$ cat src/fgpio_pkg.sv
// Package holding the address map, reset values and sizes of the fast GPIO block
package fgpio_pkg;

    // Geometry
    localparam int          FGPIO_NUM_BANKS   = 3;
    localparam int          FGPIO_BANK_WIDTH  = 32;
    localparam int          FGPIO_ADDR_WIDTH  = 8;

    // Address space selector (byte address bit 7)
    localparam int          FGPIO_LEGACY_BIT  = 7;

    // Fast map: byte address = bank * 0x20 + register offset
    localparam int          FGPIO_FAST_BANK_LSB = 5;
    localparam logic [2:0]  FGPIO_FAST_DIR    = 3'h0;
    localparam logic [2:0]  FGPIO_FAST_MASK   = 3'h1;
    localparam logic [2:0]  FGPIO_FAST_PIN    = 3'h2;
    localparam logic [2:0]  FGPIO_FAST_SET    = 3'h3;
    localparam logic [2:0]  FGPIO_FAST_CLR    = 3'h4;
    localparam logic [2:0]  FGPIO_FAST_RISE   = 3'h5;
    localparam logic [2:0]  FGPIO_FAST_FALL   = 3'h6;
    localparam logic [2:0]  FGPIO_FAST_EVT    = 3'h7;

    // Legacy map: byte address = 0x80 + bank * 0x10 + register offset, banks a and b only
    localparam int          FGPIO_LEG_BANK_LSB = 4;
    localparam logic [1:0]  FGPIO_LEG_PIN     = 2'h0;
    localparam logic [1:0]  FGPIO_LEG_SET     = 2'h1;
    localparam logic [1:0]  FGPIO_LEG_DIR     = 2'h2;
    localparam logic [1:0]  FGPIO_LEG_CLR     = 2'h3;

    // Reset values
    localparam logic [31:0] FGPIO_RST_DIR     = 32'h0000_0000;
    localparam logic [31:0] FGPIO_RST_MASK    = 32'h0000_0000;
    localparam logic [31:0] FGPIO_RST_OUT     = 32'h0000_0000;
    localparam logic [31:0] FGPIO_RST_EDGE_EN = 32'h0000_0000;
    localparam logic [31:0] FGPIO_RST_EVT     = 32'h0000_0000;

    // Edge-capable pins: bank a and bank c, 28 + 14 = 42 pins
    localparam logic [31:0] FGPIO_EDGE_PINS_A = 32'h0FFF_FFFF;
    localparam logic [31:0] FGPIO_EDGE_PINS_B = 32'h0000_0000;
    localparam logic [31:0] FGPIO_EDGE_PINS_C = 32'h0000_3FFF;

endpackage

$ cat src/fgpio_top.sv
// Fast GPIO block: three banks, masked group access, legacy alias, edge events
`timescale 1ns/1ps
// Overview of operation
// - Each pin's direction is chosen per bit and may change at any time.
// - Dedicated set and clear registers raise or lower chosen output bits in one write.
// - Output latch and live pin level are both readable.
// - Mask register excludes masked bits from fast-space group access; legacy alias writes ignore the mask.
// - Byte, half-word and word accesses touch only the addressed lanes.
// - One full-width write loads a whole bank output value.
// - 42 pins on banks a and c request on rising, falling or both edges.
// - Edge detection keeps catching edges independent of bus activity.
// - Any enabled pending edge drives the wake-up request.
// - After reset every pin is an input with drivers off.
// - Legacy copies of banks a and b registers stay reachable at alias addresses.
// - Pin edge requests merge with external interrupt line three.
module fgpio_top
    import fgpio_pkg::*;
#(
    parameter int          NB     = FGPIO_NUM_BANKS,
    parameter int          W      = FGPIO_BANK_WIDTH,
    parameter logic [31:0] EDGE_A = FGPIO_EDGE_PINS_A,
    parameter logic [31:0] EDGE_B = FGPIO_EDGE_PINS_B,
    parameter logic [31:0] EDGE_C = FGPIO_EDGE_PINS_C
)
(
    input  wire logic                        clk_sys_i,
    input  wire logic                        arst_n_i,
    input  wire logic                        ce_i,
    input  wire logic [FGPIO_ADDR_WIDTH-1:0] acc_addr_i,
    input  wire logic [3:0]                  acc_be_i,
    input  wire logic                        acc_wr_i,
    input  wire logic                        acc_rd_i,
    input  wire logic [31:0]                 acc_wdata_i,
    output logic      [31:0]                 acc_rdata_o,
    output logic                             acc_ack_o,
    input  wire logic [NB*W-1:0]             gpio_pin_i,
    output logic      [NB*W-1:0]             gpio_out_o,
    output logic      [NB*W-1:0]             gpio_oe_n_o,
    input  wire logic                        external_irq_line_three_i,
    output logic                             irq_o,
    output logic                             wake_o
);

    logic [W-1:0] dir_q   [NB];
    logic [W-1:0] dir_d   [NB];
    logic [W-1:0] mask_q  [NB];
    logic [W-1:0] mask_d  [NB];
    logic [W-1:0] out_q   [NB];
    logic [W-1:0] out_d   [NB];
    logic [W-1:0] rise_q  [NB];
    logic [W-1:0] rise_d  [NB];
    logic [W-1:0] fall_q  [NB];
    logic [W-1:0] fall_d  [NB];
    logic [W-1:0] evt_q   [NB];
    logic [W-1:0] evt_d   [NB];
    logic [W-1:0] evt_clr [NB];
    logic [W-1:0] rise_ev [NB];
    logic [W-1:0] fall_ev [NB];
    logic [W-1:0] pin1_q  [NB];
    logic [W-1:0] pin2_q  [NB];
    logic [W-1:0] pin3_q  [NB];
    logic         ext1_q;
    logic         ext2_q;
    logic [31:0]  rdata_q;
    logic [31:0]  rdata_d;
    logic         ack_q;
    logic         ack_d;
    logic         irq_q;
    logic         irq_d;
    logic         wake_q;
    logic         wake_d;

    // Byte enables spread to a bit mask
    function automatic logic [31:0] lane_bits(input logic [3:0] be);
        lane_bits = {{8{be[3]}}, {8{be[2]}}, {8{be[1]}}, {8{be[0]}}};
    endfunction

    // Replace only the bits selected by sel
    function automatic logic [W-1:0] merge(input logic [W-1:0] old, input logic [W-1:0] nv,
                                           input logic [W-1:0] sel);
        merge = (old & ~sel) | (nv & sel);
    endfunction

    function automatic logic [W-1:0] edge_cap(input int b);
        logic [31:0] m;
        m = (b == 0) ? EDGE_A : ((b == 2) ? EDGE_C : EDGE_B);
        edge_cap = m[W-1:0];
    endfunction

    // An event counts toward the request only while its pin still has an edge enabled
    function automatic logic armed(input logic [W-1:0] evt, input logic [W-1:0] en);
        armed = |(evt & en);
    endfunction

    // Two-flop pin sync; third stage only feeds edge compare
    always_ff @(posedge clk_sys_i or negedge arst_n_i)
    begin
        if (!arst_n_i)
        begin
            for (int b = 0; b < NB; b++)
            begin
                pin1_q[b] <= '0;
                pin2_q[b] <= '0;
                pin3_q[b] <= '0;
            end
            ext1_q <= 1'b0;
            ext2_q <= 1'b0;
        end
        else if (ce_i)
        begin
            for (int b = 0; b < NB; b++)
            begin
                pin1_q[b] <= gpio_pin_i[b*W +: W];
                pin2_q[b] <= pin1_q[b];
                pin3_q[b] <= pin2_q[b];
            end
            ext1_q <= external_irq_line_three_i;
            ext2_q <= ext1_q;
        end
    end

    always_comb
    begin
        logic                 leg;
        logic [1:0]           fbank;
        logic [1:0]           lbank;
        logic [2:0]           freg;
        logic [1:0]           lreg;
        logic [W-1:0]         lanes;
        logic [W-1:0]         wsel;
        logic [W-1:0]         wd;
        logic [31:0]          be_bits;
        leg     = acc_addr_i[FGPIO_LEGACY_BIT];
        fbank   = acc_addr_i[FGPIO_FAST_BANK_LSB +: 2];
        lbank   = {1'b0, acc_addr_i[FGPIO_LEG_BANK_LSB]};
        freg    = acc_addr_i[4:2];
        lreg    = acc_addr_i[3:2];
        be_bits = lane_bits(acc_be_i);
        lanes   = be_bits[W-1:0];
        wd      = acc_wdata_i[W-1:0];
        wsel    = '0;
        rdata_d = rdata_q;
        // Unmapped addresses still ack, so a stray access never stalls the master
        ack_d   = acc_wr_i | acc_rd_i;
        for (int b = 0; b < NB; b++)
        begin
            dir_d[b]  = dir_q[b];
            mask_d[b] = mask_q[b];
            out_d[b]  = out_q[b];
            rise_d[b] = rise_q[b];
            fall_d[b] = fall_q[b];
            evt_clr[b] = '0;
        end
        // Fast space: masked bits sit out of pin, set and clear writes and read as zero from pin and set
        if (!leg && (int'(fbank) < NB))
        begin
            wsel = lanes & ~mask_q[fbank];
            if (acc_wr_i)
            begin
                case (freg)
                    FGPIO_FAST_DIR:  dir_d[fbank]  = merge(dir_q[fbank], wd, lanes);
                    FGPIO_FAST_MASK: mask_d[fbank] = merge(mask_q[fbank], wd, lanes);
                    FGPIO_FAST_PIN:  out_d[fbank]  = merge(out_q[fbank], wd, wsel);
                    FGPIO_FAST_SET:  out_d[fbank]  = out_q[fbank] | (wd & wsel);
                    FGPIO_FAST_CLR:  out_d[fbank]  = out_q[fbank] & ~(wd & wsel);
                    FGPIO_FAST_RISE: rise_d[fbank] = merge(rise_q[fbank], wd, lanes);
                    FGPIO_FAST_FALL: fall_d[fbank] = merge(fall_q[fbank], wd, lanes);
                    FGPIO_FAST_EVT:  evt_clr[fbank] = wd & lanes;
                    default:         out_d[fbank]  = out_q[fbank];
                endcase
            end
            if (acc_rd_i)
            begin
                case (freg)
                    FGPIO_FAST_DIR:  rdata_d = 32'(dir_q[fbank]);
                    FGPIO_FAST_MASK: rdata_d = 32'(mask_q[fbank]);
                    FGPIO_FAST_PIN:  rdata_d = 32'(pin2_q[fbank] & ~mask_q[fbank]);
                    FGPIO_FAST_SET:  rdata_d = 32'(out_q[fbank] & ~mask_q[fbank]);
                    FGPIO_FAST_RISE: rdata_d = 32'(rise_q[fbank]);
                    FGPIO_FAST_FALL: rdata_d = 32'(fall_q[fbank]);
                    FGPIO_FAST_EVT:  rdata_d = 32'(evt_q[fbank]);
                    default:         rdata_d = 32'h0000_0000;
                endcase
            end
        end
        // Legacy alias of banks a and b: no mask, same storage as the fast copy
        else if (leg && (acc_addr_i[6:5] == 2'h0))
        begin
            if (acc_wr_i)
            begin
                case (lreg)
                    FGPIO_LEG_SET: out_d[lbank] = out_q[lbank] | (wd & lanes);
                    FGPIO_LEG_CLR: out_d[lbank] = out_q[lbank] & ~(wd & lanes);
                    FGPIO_LEG_DIR: dir_d[lbank] = merge(dir_q[lbank], wd, lanes);
                    default:       out_d[lbank] = out_q[lbank];
                endcase
            end
            if (acc_rd_i)
            begin
                case (lreg)
                    FGPIO_LEG_PIN: rdata_d = 32'(pin2_q[lbank]);
                    FGPIO_LEG_SET: rdata_d = 32'(out_q[lbank]);
                    FGPIO_LEG_DIR: rdata_d = 32'(dir_q[lbank]);
                    default:       rdata_d = 32'h0000_0000;
                endcase
            end
        end
        else if (acc_rd_i)
        begin
            rdata_d = 32'h0000_0000;
        end
    end

    // Edges come from the second and third sync stages, never the possibly metastable first
    // Limitation: capture needs the clock running with ce_i high; a pulse under a cycle is lost unless it spans a rising clock edge
    always_comb
    begin
        for (int b = 0; b < NB; b++)
        begin
            rise_ev[b] = edge_cap(b) & rise_q[b] & pin2_q[b] & ~pin3_q[b];
            fall_ev[b] = edge_cap(b) & fall_q[b] & ~pin2_q[b] & pin3_q[b];
        end
    end

    // Clear is applied before capture, so an edge in the clearing cycle is kept
    always_comb
    begin
        logic pend;
        pend = 1'b0;
        for (int b = 0; b < NB; b++)
        begin
            evt_d[b] = (evt_q[b] & ~evt_clr[b]) | rise_ev[b] | fall_ev[b];
            pend     = pend | armed(evt_q[b], rise_q[b] | fall_q[b]);
        end
        irq_d  = pend | ext2_q;
        wake_d = pend;
    end

    always_ff @(posedge clk_sys_i or negedge arst_n_i)
    begin
        if (!arst_n_i)
        begin
            for (int b = 0; b < NB; b++)
            begin
                evt_q[b] <= FGPIO_RST_EVT[W-1:0];
            end
            irq_q  <= 1'b0;
            wake_q <= 1'b0;
        end
        else if (ce_i)
        begin
            evt_q  <= evt_d;
            irq_q  <= irq_d;
            wake_q <= wake_d;
        end
    end

    always_ff @(posedge clk_sys_i or negedge arst_n_i)
    begin
        if (!arst_n_i)
        begin
            for (int b = 0; b < NB; b++)
            begin
                dir_q[b]  <= FGPIO_RST_DIR[W-1:0];
                mask_q[b] <= FGPIO_RST_MASK[W-1:0];
                out_q[b]  <= FGPIO_RST_OUT[W-1:0];
                rise_q[b] <= FGPIO_RST_EDGE_EN[W-1:0];
                fall_q[b] <= FGPIO_RST_EDGE_EN[W-1:0];
            end
            rdata_q <= 32'h0000_0000;
            ack_q   <= 1'b0;
        end
        else if (ce_i)
        begin
            dir_q   <= dir_d;
            mask_q  <= mask_d;
            out_q   <= out_d;
            rise_q  <= rise_d;
            fall_q  <= fall_d;
            rdata_q <= rdata_d;
            ack_q   <= ack_d;
        end
    end

    // Pins driven only where direction is output; enable is active low
    always_comb
    begin
        for (int b = 0; b < NB; b++)
        begin
            gpio_out_o[b*W +: W]  = out_q[b];
            gpio_oe_n_o[b*W +: W] = ~dir_q[b];
        end
    end

    assign acc_rdata_o = rdata_q;
    assign acc_ack_o   = ack_q;
    assign irq_o       = irq_q;
    assign wake_o      = wake_q;

endmodule

$ cat config.mk
export PLATFORM = sky130hd
export DESIGN_NAME = fgpio_top
export DESIGN_NICKNAME = d
export VERILOG_FILES = /design/src/fgpio_pkg.sv /design/src/fgpio_top.sv
export SDC_FILE = /design/constraint.sdc
export NUM_CORES = 2
export LEC_CHECK = 0
export BUFFER_PORTS_ARGS = -buffer_cell sky130_fd_sc_hd__buf_4
export CAP_MARGIN = 25
export CORE_MARGIN = 2
export CORE_UTILIZATION = 40
export CTS_BUF_LIST = sky130_fd_sc_hd__clkbuf_8
export CTS_CLUSTER_DIAMETER = 120
export CTS_CLUSTER_SIZE = 20
export DETAILED_ROUTE_END_ITERATION = 8
export SETUP_SLACK_MARGIN = 0.1
export SYNTH_ARGS = -nofsm -noshare
export SYNTH_HDL_FRONTEND = slang
export SYNTH_SLANG_ARGS = --single-unit
$ cat constraint.sdc
create_clock -name clk_sys_i -period 3.6 [get_ports clk_sys_i]
set_clock_uncertainty 0.15 [all_clocks]
set_input_delay 0.9 -clock clk_sys_i [delete_from_list [all_inputs] [get_ports clk_sys_i]]
set_output_delay 0.9 -clock clk_sys_i [all_outputs]
set_load 0.01 [all_outputs]
==> results.txt <==
The first detailed-routing pass ran for 8 iterations. Minimum setup slack among reg-to-reg paths: 0.71 ns. For the pin count of the biggest net entering global routing, the log shows 122. The tools report the terminating pin of the worst hold path as pin1_q[48]$_DFFE_PN0P_. The final count of hold timing violations is 0, and the share of the core filled with cells in the final layout is 0.4653.

The post-route cell area came out at 54220 sq um. By instance count, the cell type seen most on the critical path is sky130_fd_sc_hd__nand4_1. The startpoint identified for the worst hold timing path is gpio_pin_i[48]. For this design the total switching power over the nets is 0.009558 W. Setup repair after global routing left no endpoint under its margin. Post-synthesis simple-gate area fraction: 0.1068. Counting tap cells, the placed design contains a total of 6895 instances. Summed over all layers, the global routing overflow is 0. The clock-pin slew on the worst setup and hold paths works out to 0.15 ns. Relative to the synthesized area, the layout overhead comes to 14.97%. For the post-synthesis sequential area ratio, the log shows 0.4495. The power density of the placed cells is 456.6 nW/um^2.

For the count of final max-slew check failures, the log shows 0. The mean cell area of the mapped netlist is 9.257 sq um. The worst setup path startpoint is fall_q[25]$_DFFE_PN0P_. The later pin in the worst-skew pair is clocked with a latency of 0.86 ns. For this run, the top clock speed supported by timing is 0.3459 GHz.

Dividing the detail-routed wire length by the instance count gives 33.96 microns. The adder and majority gate portion of the synthesized area is 0. Among all flip-flop cells after synthesis, the most frequent one is sky130_fd_sc_hd__dfrtp_1.

The share of the cycle needed by the critical path after routing came out at 0.8031. The fraction of power consumed by the clock network came out at 0.200. Logic gate share of total power: 0.279.

Of all nets on the critical path, the largest fanout is 3. The peak ir drop on the vdd network is 0.2934 mV. Summing over every cut layer, the via total after detailed routing is 46050. After the last flow step, the layout net total stands at 5570. The async set-or-reset flop fraction in the synthesized netlist was 1.000. The longest clock path from root to sink contains 3 buffers. Setup violations remaining at the end of the flow were counted as 0. The number of top-level pins was 373; the via count of the first global-routing pass was 42430. For the pin with the worst max-slew slack, the measured transition is 1.084 ns. The worst hold path was traced through 2 stages. The worst hold path belongs to the class input port to flop. The logs give 0.2773 for the headroom to the max-slew limit and 236700 microns for the routed wire length. For this run, the slowest stage of the critical path takes 0.64 ns.

The cell area that synthesis handed to floorplanning was 47160 sq um. The logs give 120700 sq um for the die footprint and 125 for the count of standard-cell rows. The slowest stage of the critical path belongs to the cell sky130_fd_sc_hd__nor4_1. The clock tree synthesis step divided the H-tree into 2 levels. The tools report the number of violations reported at the end of detailed-routing iteration 0 as 7199. In this run the critical register-to-register path is launched from fall_q[25]$_DFFE_PN0P_. For the count of buffers added by post-CTS timing repair for setup, the log shows 0.

For the worst setup path, the data required time is 4.16 ns. After legalization and detailed placement, the total HPWL measured 174400 microns. The count of warnings emitted by yosys is 0, and the xor/xnor share of the synthesized area is 0. TritonCTS built the clock tree. Traced cell by cell, the critical path runs through o21ai_0, nand4_1, nor4_1, nand4_1, nor2_1, buf_4, a21oi_1. Max-cap violations in this run came to 0. The number of enable-type register cells in the synthesized netlist is 0, and the synthesized netlist net count is 5240. The core region is 116500 sq um.

The fraction of final layout cells with drive strength greater than 1 is 0.2074. The multiplexer share of the synthesized area works out to 0.1301. The tools report the element type at the critical path start as a flop. The synthesized instance count was 5094. For the number of antenna violations at the first check in global routing, the log shows 17. The DRC violation count after routing is 0. Worst-case reg-to-reg path depth: 7. The synthesized-area fraction occupied by ao, oa, aoi and oai cells works out to 0.2623. The tools report the relative contribution of sequential cells to total power as 0.522. The minimum clock period is 2.891 ns. The number of vias per cell came out at 6.606. Internal power component: 0.01520 W. The design draws 0.02475 W. After synthesis the netlist holds a flip-flop and latch count of 847. In this run the horizontal extent of the chip is 347.4 microns. For the cell area after placement, the log shows 53290 sq um. The total negative setup slack is 0 ns.

Yosys mapped the design onto 88 distinct sky130hd cell types. The setup path with the least slack is of type flop to flop. Gates resized during post-CTS repair numbered 0. The overall fraction of global-route tracks in use came out at 0.3822.

In this run the critical register-to-register path is captured at irq_o$_DFFE_PN0P_. The fraction of power spent switching nets works out to 0.3861. STA classifies the critical path endpoint as a flop. At the end of routability-driven placement, the weighted congestion stood at 1.008.

The tools report the initial standard-cell utilization of the core as 0.4047. The flow ran to the end, and the final reports show no timing, DRC or antenna violations. After synthesis, the largest family of logic cells by area is compound AO/OA/AOI/OAI gates.

Once detail routing completed, the nets flagged for antenna violations numbered 0. The first global-routing pass estimated 330400 microns of wire. In this run, CTS created clock tree buffers numbering 50. The floorplan step set the die height to 347.4 microns. The finished layout holds 6970 standard cells, fillers aside.

Buffers placed on the I/O ports in this run total 370. The tree is rooted in a sky130_fd_sc_hd__clkbuf_8. STA puts the critical path data arrival time at 3.45 ns. For this design, the sink count on the clock tree is 847.

The tools report the leakage dissipation as 22.92 nW.
[metal layers]
metal | vias to the layer above | track usage | routed length (microns)
met5 | - | 0 | 58
met4 | 10 | 0.2197 | 16570
met3 | 603 | 0.1082 | 30580
met2 | 3130 | 0.5316 | 95160
met1 | 22880 | 0.5287 | 94360
li1 | 19420 | - | -
[flip-flops by register name, indices dropped and copies added, names as in the netlist, 32 cells and up]
register,cells
gpio_out_o,96
dir_q,96
rise_q,96
evt_q,96
pin2_q,96
fall_q,96
mask_q,96
acc_rdata_o,32
pin1_q,96
pin3_q,42
[how the worst max path moves through the flow]
stage,end,slack (ns),depth (start not counted)
5_1_grt,gpio_oe_n_o[37],0.75,2
6_report,irq_o$_DFFE_PN0P_,0.71,7
3_5_place_dp,fall_q[51]$_DFFE_PN0P_,0.05,8
3_3_place_gp,fall_q[49]$_DFFE_PN0P_,0.06,8
4_1_cts,gpio_oe_n_o[41],0.73,2
2_1_floorplan,acc_rdata_o[19]$_DFFE_PN0P_,0.86,9
[worst max-delay path, delay by kind of cell, from the launching register on]
| kind | cells | cell delay, ns |
|---|---|---|
| simple gates | 4 | 1.32 |
| compound gates | 2 | 0.69 |
| flops | 1 | 0.41 |
| buf+inv | 1 | 0.19 |
[stage by stage]
step           hold slack (ns)  setup WS, ns
6_report                0.1116        0.7089
3_5_place_dp            0.3168       0.05256
5_1_grt                 0.1196        0.7524
2_1_floorplan           0.2944        0.8567
3_3_place_gp            0.3058       0.05818
4_1_cts                0.06791        0.7342
[power groups by stage]
stage | clock network (W) | logic (W) | registers [W]
floorplan | 0 | 0.00353 | 0.0121
global placement | 0 | 0.00661 | 0.0129
detailed placement | 0 | 0.00669 | 0.0130
CTS | 0.00502 | 0.00672 | 0.0128
global route | 0.00534 | 0.00730 | 0.0130
finish | 0.00494 | 0.00690 | 0.0129
[timing repair]
action	4_1_cts	5_1_grt
endpoints found under the setup margin	0	0
hold buffers	1	0
hold endpoints to repair	19	0
[placed cells by master, fill, tap and decap left out, types with 13 or more instances in the layout]
| cell type | n |
|---|---|
| sky130_fd_sc_hd__clkbuf_8 | 54 |
| sky130_fd_sc_hd__a21oi_1 | 200 |
| sky130_fd_sc_hd__a222oi_1 | 20 |
| sky130_fd_sc_hd__o2bb2ai_1 | 41 |
| sky130_fd_sc_hd__a221oi_1 | 25 |
| sky130_fd_sc_hd__o31ai_1 | 48 |
| sky130_fd_sc_hd__a2111oi_0 | 14 |
| sky130_fd_sc_hd__nand3b_1 | 23 |
| sky130_fd_sc_hd__dfrtp_1 | 847 |
| sky130_fd_sc_hd__o221ai_1 | 16 |
| sky130_fd_sc_hd__o211ai_1 | 33 |
| sky130_fd_sc_hd__buf_12 | 67 |
| sky130_fd_sc_hd__o2111ai_1 | 67 |
| sky130_fd_sc_hd__nor2_1 | 228 |
| sky130_fd_sc_hd__a32oi_1 | 27 |
| sky130_fd_sc_hd__nand2b_1 | 42 |
| sky130_fd_sc_hd__nor3_1 | 22 |
| sky130_fd_sc_hd__o21a_1 | 72 |
| sky130_fd_sc_hd__a22oi_1 | 32 |
| sky130_fd_sc_hd__mux2i_1 | 282 |
| sky130_fd_sc_hd__o32a_1 | 13 |
| sky130_fd_sc_hd__mux2_2 | 288 |
| sky130_fd_sc_hd__nand4_1 | 32 |
| sky130_fd_sc_hd__diode_2 | 13 |
| sky130_fd_sc_hd__a22o_1 | 69 |
| sky130_fd_sc_hd__a221o_1 | 26 |
| sky130_fd_sc_hd__o21ai_0 | 906 |
| sky130_fd_sc_hd__o21ai_1 | 23 |
| sky130_fd_sc_hd__a31oi_1 | 86 |
| sky130_fd_sc_hd__nand3_1 | 65 |
| sky130_fd_sc_hd__nand2_1 | 701 |
| sky130_fd_sc_hd__buf_4 | 621 |
| sky130_fd_sc_hd__a211oi_1 | 18 |
| sky130_fd_sc_hd__o22a_1 | 13 |
| sky130_fd_sc_hd__o22ai_1 | 91 |
| sky130_fd_sc_hd__inv_1 | 112 |
[cells in the mapped netlist, drive strengths merged, types with 50 or more instances]
| master | n | area (sq um) |
|---|---|---|
| o22ai | 91 | 569.3 |
| inv | 114 | 427.9 |
| nand2 | 711 | 2669 |
| a21oi | 202 | 1011 |
| o21a | 73 | 549.3 |
| o21ai | 931 | 4659 |
| mux2i | 282 | 2823 |
| nor2 | 233 | 882.1 |
| mux2 | 288 | 3243 |
| clkbuf | 232 | 872.1 |
| buf | 186 | 1122 |
| o31ai | 50 | 380.4 |
| a22o | 69 | 604.3 |
| dfrtp | 847 | 21200 |
| o2111ai | 67 | 586.8 |
| a31oi | 87 | 550.5 |
| nand3 | 65 | 325.3 |
[kinds of logic after synthesis]
kind of cell           Yosys count
AOI/OAI and AO/OA             1955
muxes                          573
DFF                            847
buffers and inverters          532
and+or+nand+nor               1187
[cell type report]
cell class,count,area (sq um)
diodes,13,32.53
clock buffers,51,701.9
clock inverters,10,180.2
fillers,11280,62300
inverters,114,430.4
multi-input cells,3715,23660
flip-flops and latches,847,21200
well taps,1524,1907
repair buffers,696,6111
No activity file was read; power rests on OpenSTA's default activity.
